$ cat src/irq_vec_pkg.sv
// package of register offsets, fields, reset values and codes for the irq block
package irq_vec_pkg;
    // ****************************************
    // register byte offsets
    // ****************************************
    localparam logic [7:0] OFF_SERIAL_EN = 8'h00;
    localparam logic [7:0] OFF_DMA_EN = 8'h04;
    localparam logic [7:0] OFF_TIMER_EN = 8'h08;
    localparam logic [7:0] OFF_FIXED_VEC = 8'h0c;
    localparam logic [7:0] OFF_MOD_VEC = 8'h10;
    localparam logic [7:0] OFF_CONTROL = 8'h14;
    localparam logic [7:0] OFF_SERIAL_ST = 8'h18;
    localparam logic [7:0] OFF_DMA_ST = 8'h1c;
    localparam logic [7:0] OFF_TIMER_ST = 8'h20;
    // ****************************************
    // fields and reset values
    // ****************************************
    localparam int CTL_ACK_LO_BIT = 5;
    localparam int CTL_ACK_HI_BIT = 6;
    localparam int CTL_VSEL_BIT = 4;
    localparam logic [7:0] CTL_WRITE_MASK = 8'h70;
    localparam logic [7:0] TIMER_EN_MASK = 8'hf0;
    localparam logic [7:0] MODVEC_SW_MASK = 8'hc0;
    localparam logic [7:0] REG_RESET = 8'h00;
    localparam logic [1:0] RESP_OKAY = 2'b00;
    localparam logic [1:0] RESP_SLVERR = 2'b10;
    // acknowledge mode encodings (hi, lo)
    localparam logic [1:0] ACK_NONE = 2'b00;
    localparam logic [1:0] ACK_SINGLE = 2'b01;
    localparam logic [1:0] ACK_DOUBLE = 2'b10;
    // source codes in bits 5..0, index 0..19 in table order
    localparam logic [5:0] SRC_CODE [20] = '{
        6'h04, 6'h06, 6'h08, 6'h0a, 6'h24, 6'h26, 6'h28, 6'h2a,
        6'h14, 6'h16, 6'h18, 6'h1a, 6'h34, 6'h36, 6'h38, 6'h3a,
        6'h1c, 6'h1e, 6'h3c, 6'h3e};
    typedef enum logic [2:0] {
        ACK_IDLE = 3'b001,
        ACK_SKIP = 3'b010,
        ACK_DRIVE = 3'b100
    } ack_state_t;
endpackage

$ cat src/interrupt_vector_ack_logic.sv
// interrupt enable gating, priority, vector generation and acknowledge cycles
// Function
// (RULE_01) dma enable bits 2,1,0 gate three requests; the code gates all eight dma requests with bits 7..0
// (RULE_02) timer enable bits 7..4 gate timers, reset 0
// (RULE_03) timer enable low nibble reserved, reads zero
// (RULE_04) vector driven only on low data byte
// (RULE_05) fixed mode outputs stored 8-bit vector unchanged
// (RULE_06) modified mode: software bits 7:6, code 5:0
// (RULE_07) vector select picks fixed or modified vector
// (RULE_08) non-acknowledge mode never drives the bus
// (RULE_09) single mode drives vector on first ack
// (RULE_10) double mode skips first ack, drives second
// (RULE_11) ack field: 01 single, 10 double, else none
// (RULE_12) no vector when request output inactive
// (RULE_13) serial codes: channel, type bits, zero lsb
// (RULE_14) dma source codes per channel and request
// (RULE_15) timer codes, lowest priorities 17 to 20
// (RULE_16) priority order depends on vector select
// (RULE_17) request asserted while pending and enabled
// (RULE_18) modified code from highest active source
// (RULE_19) status bits follow sources, clear on reset
module interrupt_vector_ack_logic
    import irq_vec_pkg::*;
(
    input wire logic ref_clk,
    input wire logic rst,
    // axi4-lite slave
    input wire logic [7:0] s_axi_awaddr,
    input wire logic s_axi_awvalid,
    output logic s_axi_awready,
    input wire logic [31:0] s_axi_wdata,
    input wire logic [3:0] s_axi_wstrb,
    input wire logic s_axi_wvalid,
    output logic s_axi_wready,
    output logic [1:0] s_axi_bresp,
    output logic s_axi_bvalid,
    input wire logic s_axi_bready,
    input wire logic [7:0] s_axi_araddr,
    input wire logic s_axi_arvalid,
    output logic s_axi_arready,
    output logic [31:0] s_axi_rdata,
    output logic [1:0] s_axi_rresp,
    output logic s_axi_rvalid,
    input wire logic s_axi_rready,
    // source requests: rx_ready, tx_ready, rx_status, tx_status per channel
    input wire logic [1:0] rx_ready_req,
    input wire logic [1:0] tx_ready_req,
    input wire logic [1:0] rx_status_req,
    input wire logic [1:0] tx_status_req,
    input wire logic [3:0] dma_req_a,
    input wire logic [3:0] dma_req_b,
    input wire logic [3:0] timer_req,
    // host side
    output logic irq_n,
    input wire logic irq_ack_n,
    output logic [15:0] data_out,
    output logic [15:0] data_oe
);
    // ****************************************
    // registers and state
    // ****************************************
    logic [7:0] serialEn_reg;
    logic [7:0] dmaEn_reg;
    logic [7:0] timerEn_reg;
    logic [7:0] fixedVec_reg;
    logic [7:0] modVecHi_reg;
    logic [7:0] control_reg;
    logic [7:0] serialSt_reg;
    logic [7:0] dmaSt_reg;
    logic [7:0] timerSt_reg;
    logic ackPrev_reg;
    ack_state_t ackState_reg;
    ack_state_t ackState_next;
    logic [7:0] awAddr_reg;
    logic awHeld_reg;
    logic [31:0] wData_reg;
    logic [3:0] wStrb_reg;
    logic wHeld_reg;
    logic [19:0] active;
    logic anyActive;
    logic [5:0] code;
    logic [7:0] vector;
    logic [1:0] ackMode;
    logic ackFall;
    logic ackRise;
    logic doWrite;
    logic [7:0] wAddr;
    logic [31:0] wData;
    logic [3:0] wStrb;
    logic [7:0] wByte;

    // find first set bit, lowest index wins
    function automatic logic [4:0] first_set(input logic [19:0] v);
        logic [4:0] idx;
        idx = 5'd0;
        for (int i = 19; i >= 0; i--) begin
            if (v[i]) begin
                idx = 5'(i);
            end
        end
        return idx;
    endfunction

    // ****************************************
    // status and request
    // ****************************************
    // status mirrors the sources, cleared on reset
    always_ff @(posedge ref_clk) begin
        if (rst) begin
            serialSt_reg <= REG_RESET; // RULE_19
            dmaSt_reg <= REG_RESET;
            timerSt_reg <= REG_RESET;
        end else begin
            serialSt_reg <= {tx_status_req[1], rx_status_req[1],
                tx_ready_req[1], rx_ready_req[1], tx_status_req[0],
                rx_status_req[0], tx_ready_req[0], rx_ready_req[0]}; // RULE_19
            dmaSt_reg <= {dma_req_b[3], dma_req_a[3], dma_req_b[2],
                dma_req_a[2], dma_req_b[1], dma_req_a[1], dma_req_b[0],
                dma_req_a[0]};
            timerSt_reg <= {timer_req, 4'h0};
        end
    end

    // pending and enabled, in priority table order; each enable bit
    // gates the status bit at the same position
    always_comb begin
        active[7:0] = serialSt_reg & serialEn_reg;
        active[15:8] = dmaSt_reg & dmaEn_reg; // RULE_01
        active[19:16] = timerSt_reg[7:4] & timerEn_reg[7:4]; // RULE_02
    end
    assign anyActive = |active;

    // active-low request from a flip-flop
    always_ff @(posedge ref_clk) begin
        if (rst) begin
            irq_n <= 1'b1;
        end else begin
            irq_n <= ~anyActive; // RULE_17
        end
    end

    // ****************************************
    // priority and vector
    // ****************************************
    // vector select 1 rotates dma ahead of serial; timers always last
    always_comb begin
        logic [19:0] ordered;
        logic [4:0] idx;
        ordered = active;
        idx = 5'd0;
        if (control_reg[CTL_VSEL_BIT]) begin
            ordered = {active[19:16], active[7:0], active[15:8]}; // RULE_16
        end
        idx = first_set(ordered); // RULE_18
        // with nothing active the code stays that of source 1
        if (control_reg[CTL_VSEL_BIT] && anyActive && idx < 5'd16) begin
            idx = (idx < 5'd8) ? idx + 5'd8 : idx - 5'd8;
        end
        code = SRC_CODE[idx]; // RULE_13 RULE_14 RULE_15
        if (control_reg[CTL_VSEL_BIT]) begin
            vector = {modVecHi_reg[7:6], code}; // RULE_06 RULE_07
        end else begin
            vector = fixedVec_reg; // RULE_05 RULE_07
        end
    end

    // ****************************************
    // acknowledge cycle
    // ****************************************
    assign ackMode = {control_reg[CTL_ACK_HI_BIT],
        control_reg[CTL_ACK_LO_BIT]};
    assign ackFall = ackPrev_reg & ~irq_ack_n;
    assign ackRise = ~ackPrev_reg & irq_ack_n;

    always_ff @(posedge ref_clk) begin
        if (rst) begin
            ackPrev_reg <= 1'b1;
        end else begin
            ackPrev_reg <= irq_ack_n;
        end
    end

    // next acknowledge state
    always_comb begin
        ackState_next = ackState_reg;
        case (ackState_reg)
            ACK_IDLE: begin
                if (ackFall && !irq_n) begin // RULE_12
                    if (ackMode == ACK_SINGLE) begin
                        ackState_next = ACK_DRIVE; // RULE_09 RULE_11
                    end else if (ackMode == ACK_DOUBLE) begin
                        ackState_next = ACK_SKIP; // RULE_10 RULE_11
                    end
                end
            end
            ACK_SKIP: begin
                if (ackMode != ACK_DOUBLE) begin
                    ackState_next = ACK_IDLE;
                end else if (ackFall) begin
                    ackState_next = irq_n ? ACK_IDLE : ACK_DRIVE; // RULE_12
                end
            end
            ACK_DRIVE: begin
                if (ackRise) begin
                    ackState_next = ACK_IDLE;
                end
            end
            default: ackState_next = ACK_IDLE;
        endcase
    end

    always_ff @(posedge ref_clk) begin
        if (rst) begin
            ackState_reg <= ACK_IDLE;
        end else begin
            ackState_reg <= ackState_next;
        end
    end

    // bus drive: low byte only, upper byte held zero and undriven
    always_ff @(posedge ref_clk) begin
        if (rst) begin
            data_out <= 16'h0000;
            data_oe <= 16'h0000;
        end else if (ackState_next == ACK_DRIVE) begin
            data_oe <= 16'h00ff; // RULE_04 RULE_08
            if (ackState_reg != ACK_DRIVE) begin
                data_out <= {8'h00, vector}; // RULE_04
            end
        end else begin
            data_oe <= 16'h0000; // RULE_08 RULE_10
        end
    end

    // ****************************************
    // axi4-lite write
    // ****************************************
    assign wAddr = awHeld_reg ? awAddr_reg : s_axi_awaddr;
    assign wData = wHeld_reg ? wData_reg : s_axi_wdata;
    assign wStrb = wHeld_reg ? wStrb_reg : s_axi_wstrb;
    assign wByte = wData[7:0];
    assign doWrite = (awHeld_reg || (s_axi_awvalid && s_axi_awready))
        && (wHeld_reg || (s_axi_wvalid && s_axi_wready)) && !s_axi_bvalid;

    // capture address and data in either order, answer once both held
    always_ff @(posedge ref_clk) begin
        if (rst) begin
            s_axi_awready <= 1'b1;
            s_axi_wready <= 1'b1;
            awHeld_reg <= 1'b0;
            wHeld_reg <= 1'b0;
            awAddr_reg <= 8'h00;
            wData_reg <= 32'h0000_0000;
            wStrb_reg <= 4'h0;
            s_axi_bvalid <= 1'b0;
            s_axi_bresp <= RESP_OKAY;
        end else begin
            if (s_axi_awvalid && s_axi_awready) begin
                awAddr_reg <= s_axi_awaddr;
                awHeld_reg <= 1'b1;
                s_axi_awready <= 1'b0;
            end
            if (s_axi_wvalid && s_axi_wready) begin
                wData_reg <= s_axi_wdata;
                wStrb_reg <= s_axi_wstrb;
                wHeld_reg <= 1'b1;
                s_axi_wready <= 1'b0;
            end
            if (doWrite) begin
                awHeld_reg <= 1'b0;
                wHeld_reg <= 1'b0;
                s_axi_bvalid <= 1'b1;
                s_axi_bresp <= (wAddr == OFF_SERIAL_EN
                    || wAddr == OFF_DMA_EN || wAddr == OFF_TIMER_EN
                    || wAddr == OFF_FIXED_VEC || wAddr == OFF_MOD_VEC
                    || wAddr == OFF_CONTROL || wAddr == OFF_SERIAL_ST
                    || wAddr == OFF_DMA_ST || wAddr == OFF_TIMER_ST)
                    ? RESP_OKAY : RESP_SLVERR;
            end else if (s_axi_bvalid && s_axi_bready) begin
                s_axi_bvalid <= 1'b0;
                s_axi_awready <= 1'b1;
                s_axi_wready <= 1'b1;
            end
        end
    end

    // register writes, low byte lane only
    always_ff @(posedge ref_clk) begin
        if (rst) begin
            serialEn_reg <= REG_RESET;
            dmaEn_reg <= REG_RESET;
            timerEn_reg <= REG_RESET; // RULE_02
            fixedVec_reg <= REG_RESET;
            modVecHi_reg <= REG_RESET;
            control_reg <= REG_RESET;
        end else if (doWrite && wStrb[0]) begin
            if (wAddr == OFF_SERIAL_EN) begin
                serialEn_reg <= wByte;
            end else if (wAddr == OFF_DMA_EN) begin
                dmaEn_reg <= wByte; // RULE_01
            end else if (wAddr == OFF_TIMER_EN) begin
                timerEn_reg <= wByte & TIMER_EN_MASK; // RULE_03
            end else if (wAddr == OFF_FIXED_VEC) begin
                fixedVec_reg <= wByte; // RULE_05
            end else if (wAddr == OFF_MOD_VEC) begin
                modVecHi_reg <= wByte & MODVEC_SW_MASK; // RULE_06
            end else if (wAddr == OFF_CONTROL) begin
                control_reg <= wByte & CTL_WRITE_MASK;
            end
        end
    end

    // ****************************************
    // axi4-lite read
    // ****************************************
    always_ff @(posedge ref_clk) begin
        if (rst) begin
            s_axi_arready <= 1'b1;
            s_axi_rvalid <= 1'b0;
            s_axi_rdata <= 32'h0000_0000;
            s_axi_rresp <= RESP_OKAY;
        end else if (s_axi_arvalid && s_axi_arready) begin
            s_axi_arready <= 1'b0;
            s_axi_rvalid <= 1'b1;
            s_axi_rresp <= RESP_OKAY;
            if (s_axi_araddr == OFF_SERIAL_EN) begin
                s_axi_rdata <= {24'h0, serialEn_reg};
            end else if (s_axi_araddr == OFF_DMA_EN) begin
                s_axi_rdata <= {24'h0, dmaEn_reg};
            end else if (s_axi_araddr == OFF_TIMER_EN) begin
                s_axi_rdata <= {24'h0, timerEn_reg}; // RULE_03
            end else if (s_axi_araddr == OFF_FIXED_VEC) begin
                s_axi_rdata <= {24'h0, fixedVec_reg};
            end else if (s_axi_araddr == OFF_MOD_VEC) begin
                s_axi_rdata <= {24'h0, modVecHi_reg[7:6], code};
            end else if (s_axi_araddr == OFF_CONTROL) begin
                s_axi_rdata <= {24'h0, control_reg};
            end else if (s_axi_araddr == OFF_SERIAL_ST) begin
                s_axi_rdata <= {24'h0, serialSt_reg}; // RULE_19
            end else if (s_axi_araddr == OFF_DMA_ST) begin
                s_axi_rdata <= {24'h0, dmaSt_reg};
            end else if (s_axi_araddr == OFF_TIMER_ST) begin
                s_axi_rdata <= {24'h0, timerSt_reg};
            end else begin
                s_axi_rdata <= 32'h0000_0000;
                s_axi_rresp <= RESP_SLVERR;
            end
        end else if (s_axi_rvalid && s_axi_rready) begin
            s_axi_rvalid <= 1'b0;
            s_axi_arready <= 1'b1;
        end
    end
endmodule

$ cat config.mk
export PLATFORM = sky130hd
export DESIGN_NAME = interrupt_vector_ack_logic
export DESIGN_NICKNAME = d
export VERILOG_FILES = /design/src/irq_vec_pkg.sv /design/src/interrupt_vector_ack_logic.sv
export SDC_FILE = /design/constraint.sdc
export NUM_CORES = 1
export LEC_CHECK = 0
export ABC_CLOCK_PERIOD_IN_PS = 2700
export BUFFER_PORTS_ARGS = -buffer_cell sky130_fd_sc_hd__buf_4
export CORE_AREA = 2 2 108 110
export DETAILED_ROUTE_END_ITERATION = 8
export DIE_AREA = 0 0 110 112
export GPL_TIMING_DRIVEN = 0
export PLACE_DENSITY = 0.75
export SYNTH_ARGS = -nofsm -noshare
export SYNTH_HDL_FRONTEND = slang
export SYNTH_SLANG_ARGS = --single-unit
$ cat constraint.sdc
create_clock -name ref_clk -period 2.7 [get_ports ref_clk]
set_input_delay 0.135 -clock ref_clk [delete_from_list [all_inputs] [get_ports ref_clk]]
set_output_delay 0.135 -clock ref_clk [all_outputs]
set_load 0.05 [all_outputs]
Yosys cells after proc, flatten, opt, wreduce, memory -nomap -nowiden
Memory sizes are Yosys's and may differ from the RTL's. Cells that the tools add are included.

Add/subtract/negate cells: 2. Magnitude comparators: 3. Equal/unequal tests: 24. Mux-type cells: 69. Bitwise logic cells: 14. Reduce and logical (&&, ||, !) cells: 36.

Operator list (count): $mux 5 (22); $mux 8 (13); $eq 8x5->1 const B (8); $eq 8x4->1 const B (4); $mux 3 (7); $mux 2 (10); $reduce_or 20->1 (1); $and 8x8->8 (2); $eq 8x3->1 const B (2); $eq 8x6->1 const B (2); $logic_not 8->1 (2); $mux 16 (1); $mux 1 (13); $mux 6 (2); $logic_and 1x1->1 (11); $logic_or 1x1->1 (10); $pmux 3 s3 (1); $not 1->1 (8); $reduce_and 7->1 (1); $eq 3x3->1 const B (2); $ge 6x6->1 const B (1); $not 5->6 (1); $reduce_and 6->1 (1); $add 5x4->5 const B (1); other kinds (18) (22).

Register bits: 146. Memory bits (read-only): 192. Input bits: 80. Output and inout bits: 74. Word-level logic and storage cells: 177. Memories kept: 1.

Memories: (no name shown) (depth 32, width 6, rd ports 1, clocked after memory_dff 0, write ports 0, line interrupt_vector_ack_logic.sv:159) `code = SRC_CODE[idx];`.

Depth between registers and ports, before layout
Depth in word-level cells: 33. Depth in mapped cells: 11.

Worst setup path before layout
Ideal clock, no wire load.

Path kind: register to register. From: register s_axi_awready. To: register fixedVec_reg[0]. Setup time: 0.128 ns. Arrival: 2.298 ns. Data required time: 2.572 ns. Path slack: 0.275 ns. Stages on the path, launching flop included: 10. Period minus slack after synthesis: 2.425 ns. Cell sequence: dfxtp_1 > a21oi_1 > nor2_2 > o21ai_2 > nor4b_4 > nand2_2 > or4_4 > buf_6 > mux2i_1 > nor2_1.

Word-level cells in the longest chain between the ends: 6.

RTL lines: start: declaration (line interrupt_vector_ack_logic.sv:30) `output logic s_axi_awready,`; start signal: assignment (line interrupt_vector_ack_logic.sv:248) `s_axi_awready <= 1'b1;`; start signal: assignment (line interrupt_vector_ack_logic.sv:261) `s_axi_awready <= 1'b0;`; start signal: assignment (line interrupt_vector_ack_logic.sv:281) `s_axi_awready <= 1'b1;`; $logic_and 1x1->1 (line interrupt_vector_ack_logic.sv:242) `assign doWrite = (awHeld_reg || (s_axi_awvalid && s_axi_awready))`; $logic_or 1x1->1 (line interrupt_vector_ack_logic.sv:242); $logic_and 1x1->1 (2 in series) (line interrupt_vector_ack_logic.sv:243) `&& (wHeld_reg || (s_axi_wvalid && s_axi_wready)) && !s_axi_bvalid;`; $logic_and 1x1->1 (line interrupt_vector_ack_logic.sv:296) `end else if (doWrite && wStrb[0]) begin`; $reduce_and 5->1 (no source line); end signal: assignment (line interrupt_vector_ack_logic.sv:304) `fixedVec_reg <= wByte;`; end: declaration (line interrupt_vector_ack_logic.sv:65) `logic [7:0] fixedVec_reg;`.

No other way between the ends. A chain may end at the register's enable or synchronous reset.

Worst setup path in the final report
From: register control_reg[4]. To: register s_axi_rdata[3].

Word-level cells in the longest chain between the ends: 29. Elaborated cells between the ends (all ways): 34. Those cells by class: add/sub: 2; order compare: 2; mux: 26; bitwise: 1; reduce/logical: 2; memory: 1.

RTL lines: start: declaration (line interrupt_vector_ack_logic.sv:67) `logic [7:0] control_reg;`; start signal: assignment (line interrupt_vector_ack_logic.sv:308) `control_reg <= wByte & CTL_WRITE_MASK;`; $mux 16 (line interrupt_vector_ack_logic.sv:151) `if (control_reg[CTL_VSEL_BIT]) begin`; $mux 5 (16 in series) (line interrupt_vector_ack_logic.sv:97) `if (v[i]) begin`; $sub 5x4->5, or another cell as far along (line interrupt_vector_ack_logic.sv:157) `idx = (idx < 5'd8) ? idx + 5'd8 : idx - 5'd8;`; $mux 5 / $logic_and 1x1->1 (equally long branches) (line interrupt_vector_ack_logic.sv:157, interrupt_vector_ack_logic.sv:156); $mux 5 * (line interrupt_vector_ack_logic.sv:156) `if (control_reg[CTL_VSEL_BIT] && anyActive && idx < 5'd16) begin`; $not 5->6 (not written as such) * (line interrupt_vector_ack_logic.sv:159); $mem_v2 32x6 *; $mux 6 (not written as such) * (2 in series) (line interrupt_vector_ack_logic.sv:159); $mux 8 * (line interrupt_vector_ack_logic.sv:334) `end else if (s_axi_araddr == OFF_MOD_VEC) begin`; $mux 8 * (line interrupt_vector_ack_logic.sv:332) `end else if (s_axi_araddr == OFF_FIXED_VEC) begin`; $mux 8 * (line interrupt_vector_ack_logic.sv:330) `end else if (s_axi_araddr == OFF_TIMER_EN) begin`; $mux 8 * (line interrupt_vector_ack_logic.sv:328) `end else if (s_axi_araddr == OFF_DMA_EN) begin`; $mux 8 * (line interrupt_vector_ack_logic.sv:326) `if (s_axi_araddr == OFF_SERIAL_EN) begin`; end signal: assignment (line interrupt_vector_ack_logic.sv:327) `s_axi_rdata <= {24'h0, serialEn_reg};`; end signal: assignment (line interrupt_vector_ack_logic.sv:329) `s_axi_rdata <= {24'h0, dmaEn_reg};`; end signal: assignment (line interrupt_vector_ack_logic.sv:331) `s_axi_rdata <= {24'h0, timerEn_reg};`; end: declaration (line interrupt_vector_ack_logic.sv:41) `output logic [31:0] s_axi_rdata,`.

Every way passes the cells marked *; elsewhere a longest branch is shown, timed or not. The select of a mux whose other input is x is not followed.

==> results.md <==
- Number of global-route vias before repair: 4546
- Status: finished, final reports clean
- Post-CTS Setup Bufs: 0
- Placed cells: 902
- Via count: around 5200
- Number of synthesized flops with an enable pin: 0
- Slew headroom: 0.496
- Layout cells sized above 1: 0.238
- H-tree depth: 3
- Synth Register Bits: 101
- Least-Margin Pin Slew: 754 ps
- Leak pwr: 0.00280 uW
- Worst hold start: dma_req_a[0]
- Clock latency on the worst-skew pair: 350 ps
- Initial antenna violation count: 0
- # setup viols final: 0
- Die Area: about 12000 um^2
- Delay-heaviest family, CP: simple AND/OR/NAND/NOR gates
- Die height: 112 um
- P_sw: 955 uW
- Synth area leader: dfxtp_1
- Post-Syn Area: ~5300 um^2
- Post-synthesis cell count: 637
- Vias per cell: 5.64
- First-pass GRT wire length: 23.0 mm
- Drc violations: 0
- PostCTS Resize Cnt: 0
- Worst Skew: 9.77 ps
- Fin util: 0.604
- Tot Pwr: between 3000 and 4000 uW
- PortBufs: 81
- Slowest stage delay, CP: 490 ps
- PD cells: 533 nW/um^2
- Asr flop ratio synth: 0
- Non-Filler Instances: 930
- Register area share after synthesis: 0.378
- DRT Pass-1 Iters: 6
- Post-synth top area share: 0.378
- Crit-path cells: buf_6, buf_2, o21ai_0, nor4_1, nand2_1, nor3b_2, inv_1, a211oi_1, a211o_1
- Final hold violation count: 0
- CP max-delay cell: nor4_1
- GP Congestion: between 1 and 1.5
- TritonCTS sink count: 101
- Total Wirelength: 14.8 mm
- Hpwl dp: 11.4 mm
- GRT Util Overall: 0.240
- R2r startpoint: control_reg[4]
- Initial DRC count: 635
- Hold Path Class: in2reg
- Final period utilization: 0.959
- # fillers: 991
- Num ports: 154
- Most frequent cells in the layout: buf_4 (132), dfxtp_1 (101), nor2_1 (69)
- Seq pwr share: 0.439
- Area grow syn2layout: 26.2%
- Most common cell after layout, fill and taps aside: buf_4
- N_diodes: 0
- Fin Setup TNS: 0 ps
- Clock power share: 0.404
- Int Power: 2640 uW
- CP Capture Type: flop
- Maximum achievable frequency: approximately 390 MHz
- CP Class: reg2reg
- Worst path required time: between 2000 and 3000 ps
- Clock Tree Buf Depth: 2
- CTS Buf Count: 9
- Final WS setup: 112 ps
- Startpoint types: flop
- Worst EP arrival: 2870 ps
- Syn Area/Cell: 8.39 um^2
- Max-slew violation count: 0
- Antenna Nets Post-Route: 0
- Worst Path Buf+Inv: 3
- Initial Utilization: 0.478
- Combinational group share of total power: 0.157
- CP startpoint: control_reg[4]
- Core area: 11200 um^2
- CTS tree: yes
- Sw frac: 0.265
- Cell Rows: 39
- Yosys warnings: 0
- NumNets Final: approximately 860
- Largest cells by area after synthesis: dfxtp_1 (38%), mux2i_1 (7.3%), buf_4 (7.2%)
- Max-Cap Viols: 0
- Min Tclk post-route: 2590 ps
- Grt ovf: 0
- Max VDD drop: around 0.00034 V
- Die Wd: 110 um
- Yosys cell types: 64
- Largest net degree at the start of global routing: 17
- Average wire per standard cell: 15.9 um
- Crit path max fanout: 10
- RSZ-0062 raised after global routing: false
- Hold_buf cts: 12
- Root buffer cell: clkbuf_16
- Reg clk slew, reported paths: around 70 ps
- Pre-CTS setup slack: 337 ps
- Ys flop type: dfxtp_1
==> power groups by stage <==
stage	Combinational, uW	Clock [uW]	Sequential, uW
4_1_cts	559	1470	1580
6_report	565	1450	1580
5_1_grt	605	1540	1580
3_3_place_gp	532	0	1610
2_1_floorplan	354	0	1650
3_5_place_dp	544	0	1610
==> path summary, 6_finish.rpt <==
| check | to | slack, ps | cells after the start |
|---|---|---|---|
| min reg2reg | awAddr_reg[1] | 450 | 2 |
| max reg2reg | s_axi_rdata[3] | 110 | 9 |
| max | s_axi_rdata[3] | 110 | 9 |
| min | dmaSt_reg[0] | 3 | 2 |
==> per-layer routing <==
layer,GRT usage,share of wire,vias to the layer above,wire [um]
met1,0.318,0.40,2379,5840
met3,0.0539,0.12,44,1740
met2,0.384,0.47,353,6870
met5,0,0,-,0
li1,-,-,2466,-
met4,0.0802,0.021,0,312
==> cell usage after synthesis (4+ instances only) <==
| cell type | instances |
|---|---|
| a211oi_1 | 7 |
| a21oi_1 | 43 |
| a221oi_1 | 5 |
| a22oi_1 | 6 |
| a311oi_1 | 4 |
| a31oi_1 | 6 |
| and2_1 | 4 |
| buf_2 | 5 |
| buf_4 | 51 |
| clkbuf_1 | 16 |
| dfxtp_1 | 101 |
| inv_1 | 7 |
| mux2_2 | 9 |
| mux2i_1 | 39 |
| nand2_1 | 68 |
| nand2b_1 | 11 |
| nand3_1 | 32 |
| nand3b_1 | 7 |
| nand4_1 | 5 |
| nor2_1 | 69 |
| nor2b_1 | 26 |
| nor3_1 | 14 |
| nor4_1 | 7 |
| o2111ai_1 | 4 |
| o21ai_0 | 13 |
| o21ai_1 | 6 |
| or2_2 | 5 |
| or3_1 | 4 |
==> cell type report <==
cell class	instances	area (um^2)	area share
well taps	143	179	0.0265
clock inverters	6	111	0.0165
repair buffers	93	728	0.108
inverters	7	26.3	0.00389
multi-input cells	492	2940	0.435
clock buffers	10	229	0.0339
flip-flops and latches	101	2020	0.300
plain buffers	78	513	0.0760
==> worst reg2reg max path: stages, from the launching register on <==
cell and delay (ps):
dfxtp_1 330, buf_6 130, buf_2 230, o21ai_0 260, nor4_1 490, nand2_1 190
nor3b_2 300, inv_1 90, a211oi_1 350, a211o_1 150
==> metrics by stage <==
stage	area (um^2)	hold slack [ps]
after floorplan	5500	235
after global placement	6290	344
after detailed placement	6290	344
after CTS	6750	0.400
after global routing	6750	3.87
final	6750	2.56
==> logic make-up (layout without fill, tap and decap cells) <==
group / count (synthesis) / after routing / synth area share
DFF: 101 / 101 / 0.378
and+or+nand+nor: 274 / 274 / 0.267
buffers and inverters: 85 / 194 / 0.101
muxes: 48 / 48 / 0.0920
AOI/OAI and AO/OA: 128 / 128 / 0.162
other: 1 / 42 / 0.000702
Note: power is estimated with default switching activity, not from simulation.
